$ cat src/pkg/scrl_pkg.sv
// shared constants and types for the status/control byte slave
package scrl_pkg;
  // register map, offset relative to the jumpered 1K base
  localparam logic [15:0] STATUS_OFFSET = 16'h0081;
  localparam int BASE_LSB = 10;
  // field positions inside the status/control byte
  localparam int BIT_RED = 0;
  localparam int BIT_GREEN = 1;
  localparam int BIT_PEND = 2;
  localparam int BIT_ENABLE = 3;
  // red lit, green dark, interrupts off and nothing pending
  localparam logic [7:0] STATUS_RESET = 8'h00;
  // short i/o address modifiers accepted
  localparam logic [5:0] AM_SHORT_USER = 6'h29;
  localparam logic [5:0] AM_SHORT_SUPER = 6'h2d;
  // defaults for the interrupter, arbitrary values
  localparam logic [2:0] IRQ_LEVEL_DEFAULT = 3'h1;
  localparam logic [7:0] IRQ_VECTOR_DEFAULT = 8'h40;

  // backplane inputs travel together through the synchroniser
  typedef struct packed {
    logic as_n;
    logic ds1_n;
    logic ds0_n;
    logic write_n;
    logic iack_n;
    logic iackin_n;
    logic [5:0] am;
    logic [15:1] addr;
    logic [15:0] data;
    logic [5:0] base_sw;
  } scrl_bus_t;

  typedef enum logic [2:0] {ST_IDLE, ST_DRIVE, ST_ACK, ST_PASS} scrl_state_t;
endpackage

$ cat src/rtl/scrl_regbank.sv
// status/control byte of a 16-bit short i/o slave, with led, interrupt and ack chain
`timescale 1ns/10ps
module scrl_regbank #(
  parameter logic [2:0] IRQ_LEVEL = scrl_pkg::IRQ_LEVEL_DEFAULT,
  parameter logic [7:0] IRQ_VECTOR = scrl_pkg::IRQ_VECTOR_DEFAULT
) (
  input wire logic clk,
  input wire logic reset,
  input wire scrl_pkg::scrl_bus_t bus_in,
  input wire logic module_event,
  output logic [15:0] data_o,
  output logic data_oe_n,
  output logic dtack_o,
  output logic dtack_oe_n,
  output logic irq_o,
  output logic irq_oe_n,
  output logic iackout_n,
  output logic red_led_on,
  output logic green_led_on
);
  scrl_pkg::scrl_bus_t bus_s;
  scrl_pkg::scrl_state_t state;
  scrl_pkg::scrl_state_t next_state;
  logic red_off;
  logic green_on;
  logic int_en;
  logic int_pend;
  logic vec_cyc;
  logic next_red_off;
  logic next_green_on;
  logic next_int_en;
  logic next_int_pend;
  logic next_vec_cyc;
  logic [15:0] next_data_o;
  logic next_data_oe_n;
  logic next_dtack_oe_n;
  logic next_iackout_n;
  logic strobe;
  logic store_cyc;
  logic ack_clear;

  // all backplane inputs arrive asynchronously
  scrl_sync3 #(
    .W($bits(scrl_pkg::scrl_bus_t))
  ) u_sync (
    .clk(clk),
    .reset(reset),
    .d(bus_in),
    .q(bus_s)
  );

  // address decode for the status byte, any lane that covers offset 81h
  function automatic logic hit_status(input scrl_pkg::scrl_bus_t b);
    logic am_ok;
    am_ok = (b.am == scrl_pkg::AM_SHORT_USER) || (b.am == scrl_pkg::AM_SHORT_SUPER);
    hit_status = am_ok && b.iack_n
      && (b.addr[15:scrl_pkg::BASE_LSB] == b.base_sw)
      && (b.addr[scrl_pkg::BASE_LSB-1:1] == scrl_pkg::STATUS_OFFSET[scrl_pkg::BASE_LSB-1:1])
      && !b.ds0_n;
  endfunction

  assign strobe = !bus_s.as_n && (!bus_s.ds0_n || !bus_s.ds1_n);
  assign store_cyc = (state == scrl_pkg::ST_DRIVE) && !vec_cyc && !bus_s.write_n && !bus_s.ds0_n;
  assign ack_clear = (state == scrl_pkg::ST_DRIVE) && vec_cyc;

  // bus cycle sequencing and register updates
  always_comb
  begin
    next_state = state;
    next_red_off = red_off;
    next_green_on = green_on;
    next_int_en = int_en;
    next_vec_cyc = vec_cyc;
    next_data_o = data_o;
    next_data_oe_n = data_oe_n;
    next_dtack_oe_n = dtack_oe_n;
    next_iackout_n = iackout_n;
    // a new event beats a clear in the same cycle
    next_int_pend = (int_pend && !ack_clear) || module_event;
    unique case (state)
      scrl_pkg::ST_IDLE:
      begin
        if (strobe && !bus_s.iack_n && !bus_s.iackin_n)
        begin
          if (!irq_oe_n && bus_s.addr[3:1] == IRQ_LEVEL)
          begin
            next_vec_cyc = 1'b1;
            next_data_o = {8'h00, IRQ_VECTOR};
            next_data_oe_n = 1'b0;
            next_state = scrl_pkg::ST_DRIVE;
          end
          else
          begin
            next_iackout_n = 1'b0;
            next_state = scrl_pkg::ST_PASS;
          end
        end
        else if (strobe && bus_s.iack_n && hit_status(bus_s))
        begin
          next_vec_cyc = 1'b0;
          if (bus_s.write_n)
          begin
            // upper lane reads zero, bits 4-7 read zero as well
            next_data_o = {8'h00, 4'h0, int_en, int_pend, green_on, red_off};
            next_data_oe_n = 1'b0;
          end
          next_state = scrl_pkg::ST_DRIVE;
        end
      end
      scrl_pkg::ST_DRIVE:
      begin
        if (store_cyc)
        begin
          next_red_off = bus_s.data[scrl_pkg::BIT_RED];
          next_green_on = bus_s.data[scrl_pkg::BIT_GREEN];
          next_int_en = bus_s.data[scrl_pkg::BIT_ENABLE];
        end
        // data has stood one cycle before acknowledge falls
        next_dtack_oe_n = 1'b0;
        next_state = scrl_pkg::ST_ACK;
      end
      scrl_pkg::ST_ACK:
      begin
        if (bus_s.ds0_n && bus_s.ds1_n)
        begin
          next_dtack_oe_n = 1'b1;
          next_data_oe_n = 1'b1;
          next_vec_cyc = 1'b0;
          next_state = scrl_pkg::ST_IDLE;
        end
      end
      scrl_pkg::ST_PASS:
      begin
        // hold the chain low until the master ends the ack cycle
        if (bus_s.as_n || bus_s.iackin_n)
        begin
          next_iackout_n = 1'b1;
          next_state = scrl_pkg::ST_IDLE;
        end
      end
    endcase
  end

  // registers; outputs all come straight from here
  always_ff @(posedge clk)
  begin
    if (reset)
    begin
      state <= scrl_pkg::ST_IDLE;
      red_off <= scrl_pkg::STATUS_RESET[scrl_pkg::BIT_RED];
      green_on <= scrl_pkg::STATUS_RESET[scrl_pkg::BIT_GREEN];
      int_en <= scrl_pkg::STATUS_RESET[scrl_pkg::BIT_ENABLE];
      int_pend <= scrl_pkg::STATUS_RESET[scrl_pkg::BIT_PEND];
      vec_cyc <= 1'b0;
      data_o <= 16'h0000;
      data_oe_n <= 1'b1;
      dtack_o <= 1'b0;
      dtack_oe_n <= 1'b1;
      irq_o <= 1'b0;
      irq_oe_n <= 1'b1;
      iackout_n <= 1'b1;
      red_led_on <= !scrl_pkg::STATUS_RESET[scrl_pkg::BIT_RED];
      green_led_on <= scrl_pkg::STATUS_RESET[scrl_pkg::BIT_GREEN];
    end
    else
    begin
      state <= next_state;
      red_off <= next_red_off;
      green_on <= next_green_on;
      int_en <= next_int_en;
      int_pend <= next_int_pend;
      vec_cyc <= next_vec_cyc;
      data_o <= next_data_o;
      data_oe_n <= next_data_oe_n;
      dtack_o <= 1'b0;
      dtack_oe_n <= next_dtack_oe_n;
      irq_o <= 1'b0;
      // open-drain request, released as soon as the ack clears pending
      irq_oe_n <= !(next_int_pend && next_int_en);
      iackout_n <= next_iackout_n;
      red_led_on <= !next_red_off;
      green_led_on <= next_green_on;
    end
  end
endmodule

$ cat src/rtl/scrl_sync3.sv
// three-stage synchroniser with agreement filter for backplane inputs
`timescale 1ns/10ps
module scrl_sync3 #(
  parameter int W = 8
) (
  input wire logic clk,
  input wire logic reset,
  input wire logic [W-1:0] d,
  output logic [W-1:0] q
);
  logic [W-1:0] s1;
  logic [W-1:0] s2;
  logic [W-1:0] s3;
  logic [W-1:0] next_q;

  // a bit moves only when stages two and three agree
  always_comb
  begin
    next_q = q;
    for (int i = 0; i < W; i++)
    begin
      if (s2[i] == s3[i])
        next_q[i] = s3[i];
    end
  end

  // s1 is read by s2 only; reset parks lines at their idle high level
  always_ff @(posedge clk)
  begin
    if (reset)
    begin
      s1 <= '1;
      s2 <= '1;
      s3 <= '1;
      q <= '1;
    end
    else
    begin
      s1 <= d;
      s2 <= s1;
      s3 <= s2;
      q <= next_q;
    end
  end
endmodule

$ cat config.mk
export PLATFORM = sky130hd
export DESIGN_NAME = scrl_regbank
export DESIGN_NICKNAME = d
export VERILOG_FILES = /design/src/pkg/scrl_pkg.sv /design/src/rtl/scrl_regbank.sv /design/src/rtl/scrl_sync3.sv
export SDC_FILE = /design/constraint.sdc
export NUM_CORES = 1
export LEC_CHECK = 0
export BUFFER_PORTS_ARGS = -buffer_cell sky130_fd_sc_hd__buf_2
export CORE_ASPECT_RATIO = 0.8
export CORE_UTILIZATION = 45
export CTS_CLUSTER_DIAMETER = 100
export CTS_CLUSTER_SIZE = 28
export DETAILED_ROUTE_END_ITERATION = 10
export MAX_ROUTING_LAYER = met4
export PLACE_DENSITY = 0.68
export SLEW_MARGIN = 10
export SYNTH_ARGS = -nofsm -noshare
export SYNTH_HDL_FRONTEND = slang
export SYNTH_SLANG_ARGS = --single-unit
$ cat constraint.sdc
create_clock -name clk -period 1.7 [get_ports clk]
set_clock_uncertainty 0.2 [all_clocks]
set_input_delay 0.51 -clock clk [delete_from_list [all_inputs] [get_ports clk]]
set_output_delay 0.51 -clock clk [all_outputs]
set_load 0.02 [all_outputs]
==> results of run 1 <==
[metal layers]
layer	up-vias	part of all wire	GRT usage
li1	1682	-	-
met1	1454	0.48	0.191
met2	68	0.46	0.226
met3	11	0.047	0.0478
met4	0	0.011	0.0655
met5	-	0	-
[cells by family after synthesis]
group / Yosys count
compound gates: 87
xor+xnor: 6
buf+inv: 33
flops: 157
mux: 7
other cells: 1
simple gates: 182
[flip-flops by register name, summed over array words and instances, names as in the netlist]
name	flops
u_sync.q	35
u_sync.s1	35
u_sync.s2	35
u_sync.s3	35
data_o	5
state	2
data_oe_n	1
dtack_oe_n	1
green_on	1
iackout_n	1
int_en	1
int_pend	1
irq_oe_n	1
red_led_on	1
red_off	1
vec_cyc	1
[worst paths after layout]
path | startpoint | endpoint | depth (start not counted)
worst max-delay path | u_sync.q[30]$_SDFFE_PP1N_ | vec_cyc$_SDFFE_PP0P_ | 4
worst min-delay path | bus_in[24] | u_sync.s1[24]$_SDFF_PP1_ | 2
worst max register to register | u_sync.q[30]$_SDFFE_PP1N_ | vec_cyc$_SDFFE_PP0P_ | 4
worst min register to register | u_sync.s1[48]$_SDFF_PP1_ | u_sync.s2[48]$_SDFF_PP1_ | 1
[synth_stat cells, drive strengths merged (2+ instances only)]
master,number
mux2i,7
or3,2
nor4,3
and4b,2
or2,106
clkbuf,17
inv,2
dfxtp,157
buf,14
o21bai,36
a21oi,39
nand2,15
o21ai,3
xnor2,6
nor4b,2
nand4,3
nor2,45
[cell type report]
| cell class | instances | area (µm²) |
|---|---|---|
| multi-input combinational | 295 | 1820 |
| fill | 911 | 4600 |
| tap | 144 | 180 |
| inverter | 2 | 7.51 |
| timing repair buffer | 76 | 500 |
| clock buffer | 20 | 457 |
| clock inverter | 12 | 184 |
| sequential | 157 | 3150 |
[per-stage QoR]
stage	utilization	cell area, µm²	cells	setup slack, ps
6_report	0.578	6290	706	-91.8
5_1_grt	0.578	6290	706	-151
4_1_cts	0.575	6260	706	-90.8
3_5_place_dp	0.513	5590	674	-213
3_3_place_gp	0.513	5590	674	-175
2_1_floorplan	-	5090	485	16.0
[report_power, final]
part | switching, W | total (W) | internal, W
sequential | 0.0000406 | 0.00383 | 0.00378
combinational | 0.000106 | 0.000234 | 0.000128
clock | 0.00146 | 0.00402 | 0.00255
[repair_timing]
| item | 4_1_cts | 5_1_grt |
|---|---|---|
| gates resized for setup | 6 | 10 |
| setup buffers | 0 | 0 |
| setup endpoints to repair | 8 | 11 |
| pin swaps | 7 | 4 |
==> impl_metrics.json, run 1 <==
{
  "violations": "setup timing",
  "yosys_warnings": 0,
  "muxShareOfSynthArea": 0.0139,
  "clockBufferDepth": 2,
  "critPathMaxFanout": 3,
  "drc": 0,
  "grt_pass1_wl_mm": 13.4,
  "finalSetupTns_ps": -261,
  "synth_adder_area_share": 0,
  "overflow": 0,
  "cpMaxStageDelayCell": "or3_4",
  "synth_top_family_by_area": "simple AND/OR/NAND/NOR gates",
  "finalNetCount": 601,
  "setup_violations": 7,
  "syn_to_final_growth_pct": 24.6,
  "slew_violations": 0,
  "min_period_ps": 1790,
  "synth_top_cell_by_area": "dfxtp_1",
  "post-route-period-util": 1.05,
  "max_freq_ghz": 0.558,
  "wire_per_inst_um": 11.2,
  "p_leak_nw": 2.56,
  "antenna_left": 0,
  "crit_path_cell_trace": "nor4b_4 > nand4_1 > or3_4 > a31o_1",
  "cap_violations": 0,
  "drt-total-wl_mm": 7.90,
  "rsz0062_at_grt": "yes",
  "grt_antenna_before_repair": 0,
  "fp.dieH_um": 96.7,
  "finalHoldViolations": 0,
  "tritoncts": "built",
  "viasPerCell": 4.55,
  "synth_edf_count": 0,
  "layout-drive-gt1-share": 0.404,
  "mostFrequentLayoutCells": "dfxtp_1, or2_2, buf_2",
  "synth-compound-area-share": 0.111,
  "synth-xor-area-share": 0.0104,
  "h-tree-depth": 4,
  "drt-pass1-iter-count": 4,
  "num_vias": 3215,
  "synth_top_cell_area_share": 0.623,
  "regToRegSetupSlack_ps": -90,
  "root_buffer": "clkbuf_16",
  "gp_congestion": 0.754,
  "hold_class": "primary input to flop",
  "p_per_area_nw_per_um2": 1280,
  "yosys_most_used_dff": "dfxtp_1",
  "drt-initial-drc-count": 114,
  "startpoint_type": "flop",
  "synth_area_um2": 5050,
  "setup_ws_ps": -91.8,
  "syn-instance-count": 473,
  "p_total_w": 0.00807,
  "yosys.area_share.simple": 0.206,
  "syn_area_per_cell_um2": 10.7,
  "path_delay_family": "simple AND/OR/NAND/NOR gates",
  "grt_max_degree": 51,
  "cp-end-kind": "flop",
  "worstPathArrival_ps": 1900,
  "path_buf_inv": 0,
  "grt_use_total": 0.152,
  "n_antenna_cell": 0,
  "fp.dieW_um": 120,
  "seq_area_frac_synth": 0.623,
  "peakVddDrop_mv": 0.717,
  "async_reset_ff_frac": 0,
  "portBuffers": 48,
  "clkSinkCount": 157,
  "io_pins": 76,
  "final_common_cell": "dfxtp_1",
  "max_stage_delay_ps": 410,
  "fp.coreArea_um2": 10900,
  "start_util": 0.464,
  "fp.dieArea_um2": 11600,
  "cp.required_ps": 1800,
  "hpwlAfterDp_mm": 5.01,
  "critical_path_class": "flop to flop",
  "status": "finished with violations",
  "cts_buffers": 17,
  "clock_latency_ps": 410,
  "cts_hold_buf": 0,
  "clk_pin_slew_ps": 60,
  "ys_ff_latch": 157,
  "grt_pass1_vias": 2920,
  "synthDistinctLibCells": 34,
  "yosys-top-cells-area": "dfxtp_1, or2_2, o21bai_1",
  "row_count": 34,
  "holdWs_ps": 73.2
}
No activity file was read; power rests on OpenSTA's default activity.
==> run 2: changes to the inputs <==
--- a/config.mk
+++ b/config.mk
@@ -5,15 +5,16 @@
 export SDC_FILE = /design/constraint.sdc
 export NUM_CORES = 1
 export LEC_CHECK = 0
-export BUFFER_PORTS_ARGS = -buffer_cell sky130_fd_sc_hd__buf_2
+export BUFFER_PORTS_ARGS = -buffer_cell sky130_fd_sc_hd__buf_4
 export CORE_ASPECT_RATIO = 0.8
 export CORE_UTILIZATION = 45
 export CTS_CLUSTER_DIAMETER = 100
 export CTS_CLUSTER_SIZE = 28
 export DETAILED_ROUTE_END_ITERATION = 10
 export MAX_ROUTING_LAYER = met4
-export PLACE_DENSITY = 0.68
+export PLACE_DENSITY = 0.66
 export SLEW_MARGIN = 10
 export SYNTH_ARGS = -nofsm -noshare
 export SYNTH_HDL_FRONTEND = slang
+export SYNTH_HIERARCHICAL = 1
 export SYNTH_SLANG_ARGS = --single-unit
==> run 2 against run 1 <==
Net effect: the flow still finishes with violations (setup timing); die area grew 1.9%; sequential share of layout area shrank 1.2 points; global-route usage shrank 0.27 points; worst setup slack lost 69 ps.
==> impl_metrics.json, run 2 <==
{
  "status": "finished with violations",
  "violations": "setup timing",
  "drc": 0,
  "clkSinkCount": 157,
  "cts_buffers": 17,
  "worstPathArrival_ps": 1960,
  "critPathMaxFanout": 4,
  "p_leak_nw": 2.60,
  "preCtsSetupSlack_ps": -271,
  "p_per_area_nw_per_um2": 1230,
  "fp.dieArea_um2": 11900,
  "synth_area_um2": 5150,
  "grt_antenna_before_repair": 0,
  "drt-pass1-iter-count": 4,
  "n_antenna_cell": 0,
  "final_common_cell": "dfxtp_1",
  "final_cells": 717,
  "h-tree-depth": 4,
  "drt-initial-drc-count": 120,
  "path_buf_inv": 2,
  "syn-instance-count": 479,
  "fillers": 923,
  "cap_violations": 0,
  "row_count": 34,
  "rsz0062_at_grt": "yes",
  "gp_congestion": 0.816,
  "grt_use_total": 0.150,
  "cp-end-kind": "flop",
  "max_stage_delay_ps": 320,
  "root_buffer": "clkbuf_16",
  "p_total_w": 0.00796,
  "drt-total-wl_mm": 7.82,
  "start_util": 0.467,
  "slew_violations": 0,
  "cpMostUsedCell": "buf_4",
  "post-route-period-util": 1.09,
  "fp.coreArea_um2": 11000,
  "syn_area_per_cell_um2": 10.7,
  "fin_util": 0.586,
  "portBuffers": 48,
  "finalNetCount": 613,
  "finalHoldViolations": 0,
  "setup_ws_ps": -161,
  "clk_pin_slew_ps": 60,
  "critical_path_class": "flop to flop",
  "overflow": 0,
  "min_period_ps": 1860,
  "dp_cells": 685,
  "startpoint_type": "flop",
  "syn_to_final_growth_pct": 25.5,
  "cp.required_ps": 1800,
  "mostFrequentLayoutCells": "dfxtp_1, buf_4, or2_2",
  "grt_max_degree": 77,
  "layout-drive-gt1-share": 0.373,
  "wire_per_inst_um": 10.9,
  "ff_latch_area_um2": 3150,
  "grt_pass1_wl_mm": 13.4,
  "antenna_left": 0,
  "grt_pass1_vias": 3115,
  "peakVddDrop_mv": 0.654,
  "tritoncts": "built",
  "fp.dieW_um": 122,
  "max_freq_ghz": 0.537,
  "io_pins": 76,
  "hold_class": "primary input to flop",
  "path_delay_family": "simple AND/OR/NAND/NOR gates",
  "viasPerCell": 4.56,
  "fp.dieH_um": 97.7,
  "cpMaxStageDelayCell": "dfxtp_2",
  "num_vias": 3272,
  "crit_path_cell_trace": "nor4bb_2 > buf_4 > nand4_1 > nor3_1 > buf_4 > nand2_1 > a31o_1",
  "hpwlAfterDp_mm": 5.04,
  "multi_input_area_um2": 1820,
  "finalSetupTns_ps": -940,
  "yosys_warnings": 6,
  "clockBufferDepth": 2,
  "setup_violations": 8,
  "clock_latency_ps": 410
}
run 2: changes by cell type in the layout (fill, tap and decap cells not counted), sizes merged, moves of 4 or more:
| cell | previous run | this run |
|---|---|---|
| nor3 | 1 | 5 |
| o21ai | 3 | 7 |
| buf | 76 | 88 |
| mux2i | 7 | 3 |
| nand2 | 15 | 5 |
| a22o | 0 | 4 |
| nand3 | 0 | 4 |
run 2: what timing repair did:
action / CTS / global route
gates resized for setup: 6 / 7
hold buffers: 0 / 0
endpoints found under the setup margin: 9 / 14
setup buffers: 1 / 0
pin swaps: 10 / 5
run 2: final timing paths:
path	slack, ps	startpoint	to	depth (start not counted)
worst min-delay path	80	bus_in[37]	u_sync/s1[37]$_SDFF_PP1_	2
worst min register to register	200	u_sync/s1[42]$_SDFF_PP1_	u_sync/s2[42]$_SDFF_PP1_	1
worst max-delay path	-160	u_sync/q[42]$_SDFFE_PP1N_	data_oe_n$_SDFFE_PP1P_	7
worst max register to register	-160	u_sync/q[42]$_SDFFE_PP1N_	data_oe_n$_SDFFE_PP1P_	7
run 2: power by group:
| group | switching, W | internal, W | total, W |
|---|---|---|---|
| logic | 0.000104 | 0.000140 | 0.000244 |
| clock network | 0.00138 | 0.00252 | 0.00390 |
| registers | 0.0000404 | 0.00378 | 0.00382 |
run 2: metrics by stage:
stage                     cell area [µm²]  hold slack, ps
after detailed placement             5780             188
after floorplan                      5210             183
after global routing                 6460            56.2
after CTS                            6440            64.9
final                                6460            83.8
after global placement               5780             186
run 2: metal layers:
| layer | global-route usage | vias up | share of wire |
|---|---|---|---|
| li1 | - | 1722 | - |
| met1 | 0.169 | 1478 | 0.49 |
| met2 | 0.236 | 66 | 0.46 |
| met3 | 0.0593 | 6 | 0.047 |
| met4 | 0.0598 | 0 | 0.0073 |
| met5 | - | - | 0 |
run 2: final cells by class:
cell class	count	area share
Multi-Input combinational cell	294	0.281
Timing Repair Buffer	88	0.105
Tap cell	144	0.0279
Inverter	3	0.00174
Clock inverter	11	0.0258
Sequential cell	157	0.488
Clock buffer	20	0.0707
==> run 3: changes to the inputs <==
--- a/config.mk
+++ b/config.mk
@@ -5,6 +5,7 @@
 export SDC_FILE = /design/constraint.sdc
 export NUM_CORES = 1
 export LEC_CHECK = 0
+export ABC_CLOCK_PERIOD_IN_PS = 1700
 export BUFFER_PORTS_ARGS = -buffer_cell sky130_fd_sc_hd__buf_4
 export CORE_ASPECT_RATIO = 0.8
 export CORE_UTILIZATION = 45
@@ -12,7 +13,7 @@
 export CTS_CLUSTER_SIZE = 28
 export DETAILED_ROUTE_END_ITERATION = 10
 export MAX_ROUTING_LAYER = met4
-export PLACE_DENSITY = 0.66
+export PLACE_DENSITY_LB_ADDON = 0.12
 export SLEW_MARGIN = 10
 export SYNTH_ARGS = -nofsm -noshare
 export SYNTH_HDL_FRONTEND = slang
==> run 3 against run 2 <==
Net effect: combinational power hardly changed; power hardly changed; die area stayed put; the flow still finishes with violations (setup timing); worst hold slack worse by 6.3 ps.
==> impl_metrics.json, run 3 (synthesis results as in run 2) <==
{
  "setup_ws_ps": -182,
  "critPathMaxFanout": 4,
  "grt_antenna_before_repair": 0,
  "slew_violations": 0,
  "cp.required_ps": 1800,
  "layout-drive-gt1-share": 0.380,
  "clkSinkCount": 157,
  "finalNetCount": 614,
  "startpoint_type": "flop",
  "final_common_cell": "dfxtp_1",
  "h-tree-depth": 4,
  "mostFrequentLayoutCells": "dfxtp_1, buf_4, or2_2",
  "portBuffers": 48,
  "preCtsSetupSlack_ps": -295,
  "drt-total-wl_mm": 7.64,
  "hpwlAfterDp_mm": 4.98,
  "finalHoldViolations": 0,
  "post-route-period-util": 1.11,
  "hold_class": "primary input to flop",
  "p_total_w": 0.00797,
  "drt-initial-drc-count": 204,
  "syn_to_final_growth_pct": 26.4,
  "fp.dieW_um": 122,
  "fillers": 934,
  "max_freq_ghz": 0.531,
  "min_period_ps": 1880,
  "placed_cell_area_um2": 5800,
  "fp.coreArea_um2": 11000,
  "p_per_area_nw_per_um2": 1220,
  "grt_pass1_vias": 3046,
  "setup_violations": 11,
  "clk_pin_slew_ps": 60,
  "hold_path_depth": 2,
  "gp_congestion": 0.798,
  "grt_use_total": 0.146,
  "violations": "setup timing",
  "grt_max_degree": 118,
  "p_leak_nw": 2.69,
  "cts_buffers": 17,
  "row_count": 34,
  "clockBufferDepth": 2,
  "tritoncts": "built",
  "cap_violations": 0,
  "overflow": 0,
  "n_antenna_cell": 0,
  "wire_per_inst_um": 10.6,
  "worstPathArrival_ps": 1980,
  "start_util": 0.467,
  "final_area_um2": 6510,
  "root_buffer": "clkbuf_16",
  "rsz0062_at_grt": "yes",
  "fp.dieArea_um2": 11900,
  "drc": 0,
  "antenna_left": 0,
  "clock_latency_ps": 410,
  "status": "finished with violations",
  "drt-pass1-iter-count": 4,
  "peakVddDrop_mv": 0.666,
  "fin_util": 0.591,
  "regToRegSetupSlack_ps": -180,
  "r2r_cells": 6,
  "cp-end-kind": "flop",
  "num_vias": 3297,
  "io_pins": 76,
  "viasPerCell": 4.59,
  "grt_pass1_wl_mm": 13.0,
  "critical_path_class": "flop to flop",
  "fp.dieH_um": 97.7
}
[run 3: path summary, 6_finish.rpt]
path,from,end
max,u_sync/q[42]$_SDFFE_PP1N_,data_o[2]$_SDFFE_PP0P_
max reg2reg,u_sync/q[42]$_SDFFE_PP1N_,data_o[2]$_SDFFE_PP0P_
min,bus_in[0],u_sync/s1[0]$_SDFF_PP1_
min reg2reg,u_sync/s1[27]$_SDFF_PP1_,u_sync/s2[27]$_SDFF_PP1_
[run 3: metal layers]
metal  share of wire  vias to the layer above  global-route usage
li1                -                     1724                   -
met1            0.48                     1488               0.166
met2            0.46                       73               0.222
met3           0.044                       12              0.0563
met4           0.018                        0              0.0741
met5               0                        -                   -
[run 3: what timing repair did]
action                     4_1_cts  5_1_grt
pin swaps                        9        0
buffers inserted                 2        0
hold buffers                     0        0
resized for setup               13        7
setup endpoints to repair       10       14
[run 3: layout make-up]
class	count	area, µm²	share of cell area
Timing Repair Buffer	89	708	0.109
Clock inverter	11	165	0.0254
Inverter	3	11.3	0.00173
Clock buffer	20	457	0.0702
Multi-Input combinational cell	294	1840	0.282
Tap cell	144	180	0.0277
Sequential cell	157	3150	0.484
[run 3: per-stage QoR]
step	hold WS, ps	std cells	setup TNS [ps]
6_report	77.5	718	-1120
5_1_grt	54.1	718	-2770
4_1_cts	56.0	718	-1360
3_5_place_dp	189	685	-1790
3_3_place_gp	186	685	-1720
2_1_floorplan	183	491	0
[run 3: where the power goes]
part / leakage, nW / internal, W / switching, W
sequential: 1.29 / 0.00378 / 0.0000396
combinational: 1.10 / 0.000141 / 0.000101
clock: 0.306 / 0.00252 / 0.00138
total: 2.69 / 0.00645 / 0.00152
[run 3: worst max-delay path: stages, from the launching register on]
cell and delay, ps:
dfxtp_2 330, nor4bb_4 260, buf_4 150, nand4_1 210, nor4_2 260, a311oi_2 110, a22o_1 260
